`src/core/mmvd_pkg.sv`:
```
package mmvd_pkg;
    // axi byte addresses of the software-side registers
    localparam logic [7:0] AX_STATUS  = 8'h00;
    localparam logic [7:0] AX_CLEAR   = 8'h04;
    localparam logic [7:0] AX_ENABLE  = 8'h08;
    localparam logic [7:0] AX_PEND    = 8'h0c;
    localparam logic [7:0] AX_VECSEL  = 8'h10;
    localparam logic [7:0] AX_SPREG   = 8'h14;
    localparam logic [7:0] AX_TRIM    = 8'h18;
    localparam logic [7:0] AX_WDOG    = 8'h1c;
    // cpu memory map
    localparam logic [15:0] RAM_LO     = 16'h0080;
    localparam logic [15:0] RAM_HI     = 16'h00ff;
    localparam logic [15:0] INT1_ADDR  = 16'hfe04;
    localparam logic [15:0] INT2_ADDR  = 16'hfe05;
    localparam logic [15:0] INT3_ADDR  = 16'hfe06;
    localparam logic [15:0] NVPC_ADDR  = 16'hfe08;
    localparam logic [15:0] BAH_ADDR   = 16'hfe09;
    localparam logic [15:0] BAL_ADDR   = 16'hfe0a;
    localparam logic [15:0] BSC_ADDR   = 16'hfe0b;
    localparam logic [15:0] LVS_ADDR   = 16'hfe0c;
    localparam logic [15:0] NVT_LO     = 16'hfe0d;
    localparam logic [15:0] NVT_HI     = 16'hfe0f;
    localparam logic [15:0] ABP_ADDR   = 16'hffbe;
    localparam logic [15:0] TRIM5_ADDR = 16'hffc0;
    localparam logic [15:0] TRIM3_ADDR = 16'hffc1;
    localparam logic [15:0] WDOG_ADDR  = 16'hffff;
    // vector addresses, high byte at the even one
    localparam logic [15:0] VEC_ADC  = 16'hffde;
    localparam logic [15:0] VEC_KBD  = 16'hffe0;
    localparam logic [15:0] VEC_TOV  = 16'hfff2;
    localparam logic [15:0] VEC_TC1  = 16'hfff4;
    localparam logic [15:0] VEC_TC0  = 16'hfff6;
    localparam logic [15:0] VEC_EXT  = 16'hfffa;
    localparam logic [15:0] VEC_SWI  = 16'hfffc;
    localparam logic [15:0] VEC_RST  = 16'hfffe;
    // stacking sizes and reset values
    localparam logic [2:0]  IRQ_FRAME = 3'h5;
    localparam logic [2:0]  JSR_FRAME = 3'h2;
    localparam logic [15:0] SP_RST    = 16'h00ff;
    localparam logic [7:0]  REG_RST   = 8'h00;
    localparam logic [7:0]  NVPC_MASK = 8'h0f;
    localparam logic [7:0]  BSC_MASK  = 8'hc0;
    localparam logic [7:0]  TRIM_DFLT = 8'h80;
    localparam logic [7:0]  ABP_DFLT  = 8'hff;
    // event bits
    localparam int EV_KICK = 0;
    localparam int EV_PUSH = 1;
    localparam int EV_NVT  = 2;
    localparam int EV_NBIT = 3;
    typedef enum logic [1:0] {
        ST_IDLE = 2'b00,
        ST_STK  = 2'b01,
        ST_DONE = 2'b11
    } mmvd_stk_e;
endpackage

```
`src/core/mmvd_decode.sv`:
```
// Overview of operation
// - $0080-$00ff decodes as 128 bytes of read/write ram.
// - stack pointer is a 16-bit register, writable to any address.
// - interrupt entry pushes exactly five context bytes.
// - index-high register is never pushed on interrupt entry.
// - subroutine call pushes a two-byte return address.
// - pointer decrements per pushed byte, increments per pulled byte.
// - conversion-done vector at $ffde/$ffdf, lowest priority.
// - priority: keypad, timer, pin, software, reset highest; low first.
// - timer overflow vector at $fff2/$fff3.
// - timer channel 1 at $fff4/5, channel 0 at $fff6/7.
// - trim bytes read at $ffc0 and $ffc1; reset leaves them.
// - $fe0d-$fe0f reserved for array test, no application register.
// - pending flags read-only; unimplemented positions read zero.
//
// The AXI4-Lite register port was chosen for this implementation.
`timescale 1ns/1ps
`default_nettype none
module mmvd_decode
    import mmvd_pkg::*;
(
    // clock and reset
    input  wire logic        ref_clk,
    input  wire logic        nrst,
    // cpu memory port
    input  wire logic [15:0] cpuAddr,
    input  wire logic        cpuRd,
    input  wire logic        cpuWr,
    input  wire logic [7:0]  cpuWdata,
    output logic      [7:0]  cpuRdata,
    output logic             vecRead,
    // vector rom bytes from the array, indexed by address bits [5:0]
    input  wire logic [7:0]  vecByte,
    // stacking requests from the cpu sequencer
    input  wire logic        irqEnter,
    input  wire logic        callEnter,
    input  wire logic        pullByte,
    input  wire logic [7:0]  ctxByte,
    output logic             pushStrobe,
    output logic      [2:0]  pushIndex,
    output logic             stackBusy,
    output logic      [15:0] stackPtr,
    // pending inputs from peripherals
    input  wire logic        conversionDonePending,
    input  wire logic        keypadPending,
    input  wire logic        timerOverflowPending,
    input  wire logic        timerChannel1Pending,
    input  wire logic        timerChannel0Pending,
    input  wire logic        externalPinPending,
    input  wire logic        softwareInterrupt,
    input  wire logic        lowVoltageIndicator,
    output logic      [15:0] vectorAddr,
    output logic             watchdogKick,
    // axi4-lite slave
    input  wire logic [7:0]  s_axi_awaddr,
    input  wire logic        s_axi_awvalid,
    output logic             s_axi_awready,
    input  wire logic [31:0] s_axi_wdata,
    input  wire logic [3:0]  s_axi_wstrb,
    input  wire logic        s_axi_wvalid,
    output logic             s_axi_wready,
    output logic      [1:0]  s_axi_bresp,
    output logic             s_axi_bvalid,
    input  wire logic        s_axi_bready,
    input  wire logic [7:0]  s_axi_araddr,
    input  wire logic        s_axi_arvalid,
    output logic             s_axi_arready,
    output logic      [31:0] s_axi_rdata,
    output logic      [1:0]  s_axi_rresp,
    output logic             s_axi_rvalid,
    input  wire logic        s_axi_rready,
    output logic             irqOut
);
    logic [7:0]  ram [0:127];
    logic [7:0]  nvpc_r, bah_r, bal_r, bsc_r, abp_r;
    logic [7:0]  trim5_r, trim3_r;
    logic        trimLoaded_r = 1'b0; // power-on value, nrst leaves it
    logic [15:0] sp_r;
    logic [2:0]  cnt_r;
    logic [2:0]  len_r;
    mmvd_stk_e   st_r;
    logic [EV_NBIT-1:0] evSt_r, evEn_r;
    logic [EV_NBIT-1:0] evSet;
    logic [7:0]  int1, int2, int3;
    logic        inRam, inNvt;
    logic [7:0]  rdMux;
    logic        awHeld_r, wHeld_r;
    logic [7:0]  awA_r;
    logic [31:0] wD_r;
    logic [3:0]  wS_r;
    logic        doWr;
    logic [EV_NBIT-1:0] clrMask;

    // address windows
    assign inRam = cpuAddr >= RAM_LO && cpuAddr <= RAM_HI;
    assign inNvt = cpuAddr >= NVT_LO && cpuAddr <= NVT_HI;

    // pending views: unimplemented positions stay zero
    assign int1 = {1'b0, timerOverflowPending, timerChannel1Pending,
                   timerChannel0Pending, 1'b0, externalPinPending,
                   2'b00};
    assign int2 = {keypadPending, 7'h00};
    assign int3 = {7'h00, conversionDonePending};

    // fixed priority, reset is never requested here so swi is top
    always_comb begin
        vectorAddr = VEC_RST;
        if (softwareInterrupt)
            vectorAddr = VEC_SWI;
        else if (externalPinPending)
            vectorAddr = VEC_EXT;
        else if (timerChannel0Pending)
            vectorAddr = VEC_TC0;
        else if (timerChannel1Pending)
            vectorAddr = VEC_TC1;
        else if (timerOverflowPending)
            vectorAddr = VEC_TOV;
        else if (keypadPending)
            vectorAddr = VEC_KBD;
        else if (conversionDonePending)
            vectorAddr = VEC_ADC;
    end

    // cpu read mux; test window and unmapped read zero
    always_comb begin
        rdMux = 8'h00;
        vecRead = 1'b0;
        if (inRam)
            rdMux = ram[cpuAddr[6:0]];
        else if (cpuAddr >= VEC_ADC) begin
            rdMux = vecByte;
            vecRead = cpuRd;
        end else begin
            case (cpuAddr)
                INT1_ADDR:  rdMux = int1;
                INT2_ADDR:  rdMux = int2;
                INT3_ADDR:  rdMux = int3;
                NVPC_ADDR:  rdMux = nvpc_r;
                BAH_ADDR:   rdMux = bah_r;
                BAL_ADDR:   rdMux = bal_r;
                BSC_ADDR:   rdMux = bsc_r;
                LVS_ADDR:   rdMux = {lowVoltageIndicator, 7'h00};
                ABP_ADDR:   rdMux = abp_r;
                TRIM5_ADDR: rdMux = trim5_r;
                TRIM3_ADDR: rdMux = trim3_r;
                default:    rdMux = 8'h00;
            endcase
        end
    end

    // registered read data
    always_ff @(posedge ref_clk) begin
        if (!nrst)
            cpuRdata <= 8'h00;
        else if (cpuRd)
            cpuRdata <= rdMux;
    end

    // control registers; the test window has no storage at all
    always_ff @(posedge ref_clk) begin
        if (!nrst) begin
            nvpc_r <= REG_RST;
            bah_r  <= REG_RST;
            bal_r  <= REG_RST;
            bsc_r  <= REG_RST;
        end else if (cpuWr && !inNvt) begin
            case (cpuAddr)
                NVPC_ADDR: nvpc_r <= cpuWdata & NVPC_MASK;
                BAH_ADDR:  bah_r  <= cpuWdata;
                BAL_ADDR:  bal_r  <= cpuWdata;
                BSC_ADDR:  bsc_r  <= cpuWdata & BSC_MASK;
                default:   ;
            endcase
        end
    end

    // trim and protect bytes are not reset: loaded once after power-up
    always_ff @(posedge ref_clk) begin
        if (nrst && !trimLoaded_r) begin
            trim5_r <= TRIM_DFLT;
            trim3_r <= TRIM_DFLT;
            abp_r   <= ABP_DFLT;
        end else if (cpuWr && cpuAddr == ABP_ADDR)
            abp_r <= cpuWdata;
        else if (doWr && awA_r == AX_TRIM) begin
            trim5_r <= wD_r[7:0];
            trim3_r <= wD_r[15:8];
        end
    end
    // never cleared by nrst, else a later reset would reload the trims
    always_ff @(posedge ref_clk) begin
        if (nrst)
            trimLoaded_r <= 1'b1;
    end

    // watchdog kick on any write to the reset-vector-low address
    assign watchdogKick = cpuWr && cpuAddr == WDOG_ADDR;

    // stacking sequencer: irq 5 bytes, call 2 bytes, no index-high byte
    always_ff @(posedge ref_clk) begin
        if (!nrst) begin
            st_r  <= ST_IDLE;
            cnt_r <= 3'h0;
            len_r <= 3'h0;
        end else begin
            case (st_r)
                ST_IDLE: begin
                    cnt_r <= 3'h0;
                    if (irqEnter) begin
                        len_r <= IRQ_FRAME;
                        st_r  <= ST_STK;
                    end else if (callEnter) begin
                        len_r <= JSR_FRAME;
                        st_r  <= ST_STK;
                    end
                end
                ST_STK: begin
                    cnt_r <= cnt_r + 3'h1;
                    if (cnt_r == len_r - 3'h1)
                        st_r <= ST_DONE;
                end
                ST_DONE: st_r <= ST_IDLE;
                default: st_r <= ST_IDLE;
            endcase
        end
    end
    assign pushStrobe = st_r == ST_STK;
    assign pushIndex  = cnt_r;
    assign stackBusy  = st_r != ST_IDLE;

    // stack pointer; software sets it, hardware moves it one per byte
    always_ff @(posedge ref_clk) begin
        if (!nrst)
            sp_r <= SP_RST;
        else if (pushStrobe)
            sp_r <= sp_r - 16'h0001;
        else if (pullByte && !stackBusy)
            sp_r <= sp_r + 16'h0001;
        else if (doWr && awA_r == AX_SPREG)
            sp_r <= wD_r[15:0];
    end
    assign stackPtr = sp_r;

    // ram port, shared with pushes (push wins, cpu is stalled then)
    always_ff @(posedge ref_clk) begin
        if (pushStrobe && sp_r >= RAM_LO && sp_r <= RAM_HI)
            ram[sp_r[6:0]] <= ctxByte;
        else if (cpuWr && inRam)
            ram[cpuAddr[6:0]] <= cpuWdata;
    end

    // axi write channel capture, either order
    always_ff @(posedge ref_clk) begin
        if (!nrst) begin
            awHeld_r <= 1'b0;
            wHeld_r  <= 1'b0;
            awA_r    <= 8'h00;
            wD_r     <= 32'h0;
            wS_r     <= 4'h0;
            s_axi_bvalid <= 1'b0;
        end else begin
            if (s_axi_awvalid && s_axi_awready) begin
                awHeld_r <= 1'b1;
                awA_r    <= s_axi_awaddr;
            end
            if (s_axi_wvalid && s_axi_wready) begin
                wHeld_r <= 1'b1;
                wD_r    <= s_axi_wdata;
                wS_r    <= s_axi_wstrb;
            end
            if (doWr) begin
                awHeld_r     <= 1'b0;
                wHeld_r      <= 1'b0;
                s_axi_bvalid <= 1'b1;
            end else if (s_axi_bready)
                s_axi_bvalid <= 1'b0;
        end
    end
    assign s_axi_awready = !awHeld_r && !s_axi_bvalid;
    assign s_axi_wready  = !wHeld_r && !s_axi_bvalid;
    assign doWr = awHeld_r && wHeld_r && !s_axi_bvalid;
    assign s_axi_bresp = (awA_r > AX_WDOG) ? 2'b10 : 2'b00;

    // events: kick, stacking done, test-window write
    assign evSet = {cpuWr && inNvt, st_r == ST_DONE, watchdogKick};
    assign clrMask = (doWr && awA_r == AX_CLEAR && wS_r[0])
                     ? wD_r[EV_NBIT-1:0] : '0;
    // set wins over clear
    always_ff @(posedge ref_clk) begin
        if (!nrst)
            evSt_r <= '0;
        else
            evSt_r <= (evSt_r & ~clrMask) | evSet;
    end
    always_ff @(posedge ref_clk) begin
        if (!nrst)
            evEn_r <= '0;
        else if (doWr && awA_r == AX_ENABLE && wS_r[0])
            evEn_r <= wD_r[EV_NBIT-1:0];
    end
    assign irqOut = |(evSt_r & evEn_r);

    // axi read, one cycle after address
    always_ff @(posedge ref_clk) begin
        if (!nrst) begin
            s_axi_rvalid <= 1'b0;
            s_axi_rdata  <= 32'h0;
            s_axi_rresp  <= 2'b00;
        end else if (s_axi_arvalid && s_axi_arready) begin
            s_axi_rvalid <= 1'b1;
            s_axi_rresp  <= 2'b00;
            case (s_axi_araddr)
                AX_STATUS: s_axi_rdata <= {29'h0, evSt_r};
                AX_ENABLE: s_axi_rdata <= {29'h0, evEn_r};
                AX_PEND:   s_axi_rdata <= {8'h0, int3, int2, int1};
                AX_VECSEL: s_axi_rdata <= {16'h0, vectorAddr};
                AX_SPREG:  s_axi_rdata <= {16'h0, sp_r};
                AX_TRIM:   s_axi_rdata <= {16'h0, trim3_r, trim5_r};
                AX_CLEAR,
                AX_WDOG:   s_axi_rdata <= 32'h0;
                default: begin
                    s_axi_rdata <= 32'h0;
                    s_axi_rresp <= 2'b10;
                end
            endcase
        end else if (s_axi_rready)
            s_axi_rvalid <= 1'b0;
    end
    assign s_axi_arready = !s_axi_rvalid;

    // checks
    chk_irq_frame: assert property (@(posedge ref_clk) disable iff (!nrst)
        (st_r == ST_IDLE && irqEnter) |=> pushStrobe [*5] ##1 !pushStrobe)
        else $error("irq frame not five bytes");
    chk_call_frame: assert property (@(posedge ref_clk) disable iff (!nrst)
        (st_r == ST_IDLE && !irqEnter && callEnter)
        |=> pushStrobe [*2] ##1 !pushStrobe)
        else $error("call frame not two bytes");
    chk_sp_push: assert property (@(posedge ref_clk) disable iff (!nrst)
        pushStrobe |=> sp_r == $past(sp_r) - 16'h0001)
        else $error("sp not decremented on push");
    chk_sp_pull: assert property (@(posedge ref_clk) disable iff (!nrst)
        (pullByte && !stackBusy) |=> sp_r == $past(sp_r) + 16'h0001)
        else $error("sp not incremented on pull");
    chk_adc_low: assert property (@(posedge ref_clk) disable iff (!nrst)
        (conversionDonePending && !keypadPending && !externalPinPending
         && !softwareInterrupt && !timerOverflowPending) |-> 1'b1 &&
        (timerChannel0Pending || timerChannel1Pending
         || vectorAddr == VEC_ADC))
        else $error("adc vector wrong");
    chk_swi_top: assert property (@(posedge ref_clk) disable iff (!nrst)
        softwareInterrupt |-> vectorAddr == VEC_SWI)
        else $error("swi not top");
    chk_kick_pulse: assert property (@(posedge ref_clk) disable iff (!nrst)
        (cpuWr && cpuAddr == WDOG_ADDR) |-> watchdogKick && !inRam)
        else $error("watchdog kick missed");
    chk_int2_zero: assert property (@(posedge ref_clk) disable iff (!nrst)
        int2[6:0] == 7'h00 && int1[7] == 1'b0 && int3[7:1] == 7'h00)
        else $error("unimplemented pending bit set");
    chk_nvt_inert: assert property (@(posedge ref_clk) disable iff (!nrst)
        (cpuWr && inNvt) |=> $stable(nvpc_r) && evSt_r[EV_NVT])
        else $error("test window write took effect");
endmodule
`default_nettype wire

```
`config.mk`:
```
export PLATFORM = sky130hd
export DESIGN_NAME = mmvd_decode
export DESIGN_NICKNAME = d
export VERILOG_FILES = /design/src/core/mmvd_pkg.sv /design/src/core/mmvd_decode.sv
export SDC_FILE = /design/constraint.sdc
export NUM_CORES = 1
export LEC_CHECK = 0
export BUFFER_PORTS_ARGS = -buffer_cell sky130_fd_sc_hd__clkbuf_2
export CORE_MARGIN = 4
export CORE_UTILIZATION = 25
export CTS_CLUSTER_SIZE = 16
export DETAILED_ROUTE_END_ITERATION = 10
export PLACE_DENSITY = 0.4
export SLEW_MARGIN = 10
export SYNTH_ARGS = -nofsm -noshare
export SYNTH_HDL_FRONTEND = slang
export SYNTH_SLANG_ARGS = --single-unit
```
`constraint.sdc`:
```
create_clock -name ref_clk -period 6.8 [get_ports ref_clk]
set_input_delay 0.34 -clock ref_clk [delete_from_list [all_inputs] [get_ports ref_clk]]
set_output_delay 0.34 -clock ref_clk [all_outputs]
set_load 0.005 [all_outputs]
```
==> results of run 1 <==
## power by group
group	total (mW)	internal, mW	switching (mW)
registers	7.82	7.77	0.0491
logic	1.05	0.349	0.706
clock network	6.86	3.95	2.91
## cell type report
type / instances / area share, %
clock inverters: 69 / 0.976
repair buffers: 273 / 3.35
multi-input cells: 1361 / 22.9
flip-flops and latches: 1154 / 60.5
well taps: 2495 / 5.62
clock buffers: 169 / 6.44
inverters: 28 / 0.192
## metrics by stage
stage | area, um^2 | hold slack [ns] | utilization (%) | total power [mW]
global placement | 50900 | 0.456 | 27.1 | 9.02
finish | 55500 | 0.0643 | 29.5 | 15.7
global route | 55500 | 0.0494 | 29.5 | 16.3
floorplan | 47500 | 0.425 | - | 8.57
CTS | 55500 | 0.0125 | 29.5 | 15.9
detailed placement | 50900 | 0.464 | 27.1 | 9.02
## metal layers
layer | global-route usage, % | vias to the layer above | share of wire (%)
met3 | 2.67 | 183 | 5.1
met4 | 3.57 | 0 | 2.1
met5 | 0 | - | 0
met1 | 21.0 | 13900 | 45
li1 | - | 11300 | -
met2 | 24.5 | 824 | 47
## cell families (layout without fill, tap and decap cells)
logic type,after synthesis,count (layout)
mux,368,368
other cells,2,28
buf+inv,217,539
flops,1154,1154
compound gates,341,341
fa+ha+maj,6,6
xor+xnor,9,9
simple gates,609,609
## path summary, 6_finish.rpt
check | start | end | slack, ns | depth (start not counted)
max | stackPtr[8] | ram[68][5] | 2.26 | 8
min | vecByte[5] | cpuRdata[5] | 0.06 | 4
max reg2reg | stackPtr[8] | ram[68][5] | 2.26 | 8
min reg2reg | awA_r[1] | awA_r[1] | 0.47 | 2
## flip-flops by register name, indices dropped and copies added (netlist names), 2 cells and up
| name | count |
|---|---|
| st_r | 2 |
| evSt_r | 3 |
| abp_r | 8 |
| trim3_r | 8 |
| cpuRdata | 8 |
| bah_r | 8 |
| wD_r | 16 |
| len_r | 2 |
| s_axi_rdata | 17 |
| pushIndex | 3 |
| trim5_r | 8 |
| nvpc_r | 4 |
| awA_r | 8 |
| bsc_r | 2 |
| ram | 1024 |
| evEn_r | 3 |
| stackPtr | 16 |
| bal_r | 8 |
## cells in the mapped netlist (14+ instances only)
| cell type | instances | share of area, % |
|---|---|---|
| a221oi_1 | 24 | 0.44 |
| dfxtp_1 | 106 | 4.5 |
| clkbuf_1 | 68 | 0.54 |
| nand2_1 | 178 | 1.4 |
| edfxtp_1 | 1048 | 66 |
| nor2b_1 | 59 | 0.78 |
| nor3_1 | 27 | 0.29 |
| mux4_2 | 254 | 12 |
| mux2i_1 | 106 | 2.2 |
| nand4_1 | 18 | 0.24 |
| a22oi_1 | 53 | 0.84 |
| a21oi_1 | 40 | 0.42 |
| inv_1 | 27 | 0.21 |
| o21ai_0 | 45 | 0.48 |
| buf_6 | 21 | 0.50 |
| nand3_1 | 45 | 0.48 |
| nor2_1 | 177 | 1.4 |
| o22ai_1 | 20 | 0.26 |
| buf_4 | 59 | 0.93 |
| and2_1 | 14 | 0.18 |
| a21boi_0 | 32 | 0.51 |
| buf_2 | 35 | 0.37 |
## worst reg2reg max path, cell delays in order (launching register included)
cell and delay (ns):
dfxtp_1 0.41, or4_4 0.59, nor4_4 0.41, a311o_1 0.25
buf_4 0.38, nand4_1 0.25, o31ai_1 0.15, nand2_2 0.68
nor2_1 1.04
==> results.py, run 1 <==
metrics = {
    "finish": {
        "diodes": 0,
        "final_cell_mix": "edfxtp_1, mux4_2, nor2_1, nand2_1, clkbuf_2",
        "final_cells": 5549,
        "drive_above_1_share_pct": 24.4,
        "fillCellCount": 18600,
        "area_growth_pct": 17.1,
        "seqCellArea_mm2": 0.0336,
        "final_nets": 3067,
        "final_common_cell": "edfxtp_1",
        "multiInputGateArea_mm2": 0.0127,
    },
    "detailed_routing": {
        "detail-route-antenna-nets": 0,
        "firstDrtPassIters": 8,
        "num_vias": 26300,
        "dr.first_iter.drc_count": 2186,
        "vias_per_cell": 4.73,
        "wl_um": 151000,
        "wl_per_cell_um": 27.3,
        "remaining_drc_errors": 0,
    },
    "worst_setup_path": {
        "max_stage_delay_ns": 1.04,
        "slowest_stage": "nor2_1",
        "crit_family": "simple AND/OR/NAND/NOR gates",
        "path_cells": "or4_4 > nor4_4 > a311o_1 > buf_4 > nand4_1 > o31ai_1 > nand2_2 > nor2_1",
        "start_kind": "flip-flop",
        "worstPathArrival_ns": 4.90,
        "crit_required_ns": 7.16,
        "crit_type": "reg -> reg",
        "endpoint_kind": "flip-flop",
        "path_max_fanout": 29,
        "cp_num_buf_inv": 1,
    },
    "floorplanning": {
        "die_y_um": 443,
        "fp-row-count": 159,
        "design.core.area_mm2": 0.188,
        "fp.dieW_um": 443,
        "io-pin-count": 201,
        "start_util_pct": 25.2,
        "die_area_mm2": 0.197,
    },
    "clock_network": {
        "post_cts_buffers": 0,
        "clk_path_buf_depth": 3,
        "clock-sinks": 1154,
        "clk_latency_ns": 0.75,
        "cts_hold_repair.buffers": 47,
        "clk_transition_reported_paths_ns": 0.06,
        "cts_made_buffers": 132,
        "htree_levels": 4,
        "tritoncts": "yes",
        "cts_root_buffer": "clkbuf_16",
        "cts_resized": 0,
    },
    "placement": {
        "place_inst": 5264,
        "dp_hpwl_um": 97800,
        "port_buffers": 153,
        "globalplace.congestion": 0.792,
        "dp_slack_ns": 2.30,
    },
    "status": {
        "status": "finished clean",
    },
    "synthesis": {
        "synth_top_family_by_area": "multiplexers",
        "synth_area_per_cell_um2": 17.5,
        "synth-seq-cells": 1154,
        "synth_simple_gate_area_share_pct": 6.29,
        "yosysWarnings": 0,
        "synthesis.area_mm2": 0.0474,
        "synth-compound-area-share_pct": 5.31,
        "ys_types": 86,
        "synth-xor-area-share_pct": 0.166,
        "syn-instance-count": 2706,
        "synthAdderAreaFrac_pct": 0.153,
        "async_flop_share_pct": 0,
        "ys.flop_type": "edfxtp_1",
        "ys_seq_area_share_pct": 70.9,
        "synth_edf_count": 1048,
        "muxShareOfSynthArea_pct": 14.5,
    },
    "timing": {
        "finalHoldViolations": 0,
        "relSlewSlack_pct": 10.6,
        "rsz0062_at_grt": "false",
        "worst_pin_slew_ns": 1.34,
        "period_share_pct": 66.7,
        "tns_ns": 0,
        "fin_crit_ns": 4.54,
        "slew_violations": 0,
        "worst_slack_ns": 2.26,
        "setup-violations-final": 0,
        "clock.fmax_mhz": 220,
        "skew_ns": 0.0253,
    },
    "pwr": {
        "vdd_ir_drop_max_mv": 0.245,
        "p_leak_nw": 17.6,
        "powerDensity_mw_per_mm2": 283,
    },
    "min_path": {
        "hold_path_class": "in -> reg",
    },
    "grt": {
        "grt_overflow_total": 0,
        "grt_antenna_before_repair": 7,
        "grt_max_degree": 90,
        "grt_pass1_vias": 26500,
        "grt_pass1_wl_um": 212000,
        "grt_usage_pct": 15.1,
    },
    "job": {
        "maxCapViolations": 0,
    },
}
Note: power is estimated with default switching activity, not from simulation.
==> inputs of run 2 (changes only) <==
Settings changed: PLACE_DENSITY 0.4 to 0.41.
Clock period 6.8 ns to 4.05 ns, I/O delays scaled along.
==> results.py, run 2 (synthesis gave the netlist of run 1 again) <==
metrics = {
    "detailed_routing": {
        "dr.first_iter.drc_count": 2108,
        "num_vias": 26800,
        "remaining_drc_errors": 0,
        "detail-route-antenna-nets": 0,
        "vias_per_cell": 4.64,
        "firstDrtPassIters": 5,
        "wl_per_cell_um": 26.1,
        "wl_um": 150000,
    },
    "floorplanning": {
        "fp.dieW_um": 443,
        "io-pin-count": 201,
        "die_area_mm2": 0.197,
        "die_y_um": 443,
        "design.core.area_mm2": 0.188,
        "start_util_pct": 25.2,
        "fp-row-count": 159,
    },
    "timing": {
        "whs_ns": 0.0665,
        "period_share_pct": 86.0,
        "finalHoldViolations": 0,
        "relSlewSlack_pct": 35.6,
        "worst_pin_slew_ns": 0.967,
        "setup-violations-final": 0,
        "clock.fmax_mhz": 287,
        "rsz0062_at_grt": "false",
        "tns_ns": 0,
        "fin_crit_ns": 3.48,
        "slew_violations": 0,
        "skew_ns": 0.0244,
    },
    "worst_setup_path": {
        "path_common_cell": "buf_4",
        "endpoint_kind": "flip-flop",
        "max_stage_delay_ns": 0.56,
        "crit_required_ns": 4.56,
        "start_kind": "flip-flop",
        "crit_family": "simple AND/OR/NAND/NOR gates",
        "path_max_fanout": 18,
        "slowest_stage": "or4_4",
        "path_cells": "or4_4 > nor4_4 > a311o_1 > buf_4 > buf_4 > nor3_1 > o21ai_2 > buf_4 > nor2_1 > buf_4",
        "crit_type": "reg -> reg",
        "worstPathArrival_ns": 3.99,
        "cp_num_buf_inv": 4,
    },
    "clock_network": {
        "htree_levels": 4,
        "post_cts_buffers": 0,
        "tritoncts": "yes",
        "clk_latency_ns": 0.76,
        "cts_hold_repair.buffers": 78,
        "clk_transition_reported_paths_ns": 0.06,
        "cts_resized": 0,
        "cts_made_buffers": 133,
        "clock-sinks": 1154,
        "clk_path_buf_depth": 3,
        "cts_root_buffer": "clkbuf_16",
    },
    "grt": {
        "grt_overflow_total": 0,
        "grt_max_degree": 73,
        "grt_usage_pct": 15.1,
        "grt_pass1_wl_um": 214000,
        "grt_antenna_before_repair": 4,
        "grt_pass1_vias": 27600,
    },
    "finish": {
        "area_growth_pct": 21.6,
        "final_cells": 5775,
        "fillCellCount": 18600,
        "seqCellArea_mm2": 0.0336,
        "largest_reg_flops": 1024,
        "final_common_cell": "edfxtp_1",
        "multiInputGateArea_mm2": 0.0127,
        "drive_above_1_share_pct": 28.5,
        "final_cell_mix": "edfxtp_1, mux4_2, buf_4, nor2_1, nand2_1",
        "final_nets": 3294,
    },
    "placement": {
        "globalplace.congestion": 0.809,
        "dp_hpwl_um": 102000,
        "place_inst": 5459,
        "port_buffers": 153,
    },
    "pwr": {
        "p_comb_share_pct": 7.1,
        "intPower_mw": 20.5,
        "p_switching_mw": 6.10,
        "vdd_ir_drop_max_mv": 0.384,
        "p_total_mw": 26.6,
        "swShare_pct": 23.0,
        "powerDensity_mw_per_mm2": 461,
        "clock_power_share_pct": 43.5,
        "p_leak_nw": 18.9,
        "pwr-share-seq_pct": 49.4,
    },
    "status": {
        "status": "finished clean",
    },
    "job": {
        "maxCapViolations": 0,
    },
    "min_path": {
        "hold_path_class": "in -> reg",
    },
}
==> run 2: changes by cell type in the layout (fill, tap and decap cells not counted), moves of 3 or more <==
| cell | before | now |
|---|---|---|
| inv_6 | 9 | 6 |
| nand2_1 | 167 | 170 |
| dlygate4sd3_1 | 47 | 78 |
| clkbuf_8 | 2 | 5 |
| buf_4 | 71 | 243 |
| nand2_2 | 16 | 13 |
| buf_12 | 4 | 27 |
| clkinv_2 | 19 | 16 |
==> run 2: tightest hold or removal path, cell delays in order <==
cell      delay (ns)
clkbuf_2        0.23
a32o_1          0.18
a22oi_1         0.07
nor2b_1         0.10
==> run 2: layout make-up <==
| cell class | count | area share, % |
|---|---|---|
| antenna | 1 | 0.00434 |
| clock buffer | 171 | 6.26 |
| clock inverter | 66 | 0.955 |
| inverter | 28 | 0.185 |
| multi-input combinational | 1361 | 22.1 |
| sequential | 1154 | 58.3 |
| tap | 2495 | 5.42 |
| timing repair buffer | 499 | 6.80 |
==> run 2: power groups by stage <==
| stage | Clock [mW] | Combinational, mW | Sequential, mW |
|---|---|---|---|
| 2_1_floorplan | 0 | 1.03 | 13.4 |
| 3_3_place_gp | 0 | 1.85 | 13.4 |
| 3_5_place_dp | 0 | 1.85 | 13.4 |
| 4_1_cts | 11.9 | 1.91 | 13.1 |
| 5_1_grt | 12.4 | 2.02 | 13.1 |
| 6_report | 11.5 | 1.89 | 13.1 |
==> run 2: path summary, 6_finish.rpt <==
path | start | endpoint | slack, ns | cells after the start
setup / recovery | stackPtr[9] | ram[7][2] | 0.57 | 10
hold reg to reg | s_axi_rdata[1] | s_axi_rdata[1] | 0.47 | 2
setup reg to reg | stackPtr[9] | ram[7][2] | 0.57 | 10
hold / removal | s_axi_araddr[4] | s_axi_rdata[6] | 0.07 | 4
==> run 2: through the flow <==
step	setup slack [ns]	util (%)	instance area, um^2
final	0.569	30.6	57600
after global routing	0.385	30.6	57600
after CTS	0.554	30.6	57600
after detailed placement	0.565	28.0	52700
after global placement	0.276	28.0	52700
after floorplan	0.0357	-	47500
==> run 2: metal layers <==
| layer | share of wire [%] | vias up | global-route usage (%) | wire length [um] |
|---|---|---|---|---|
| met5 | 0 | - | 0 | 0 |
| met4 | 2.4 | 0 | 4.11 | 3680 |
| met3 | 4.9 | 188 | 2.75 | 7380 |
| met2 | 48 | 758 | 24.6 | 71600 |
| met1 | 45 | 14100 | 20.8 | 67800 |
| li1 | - | 11800 | - | - |
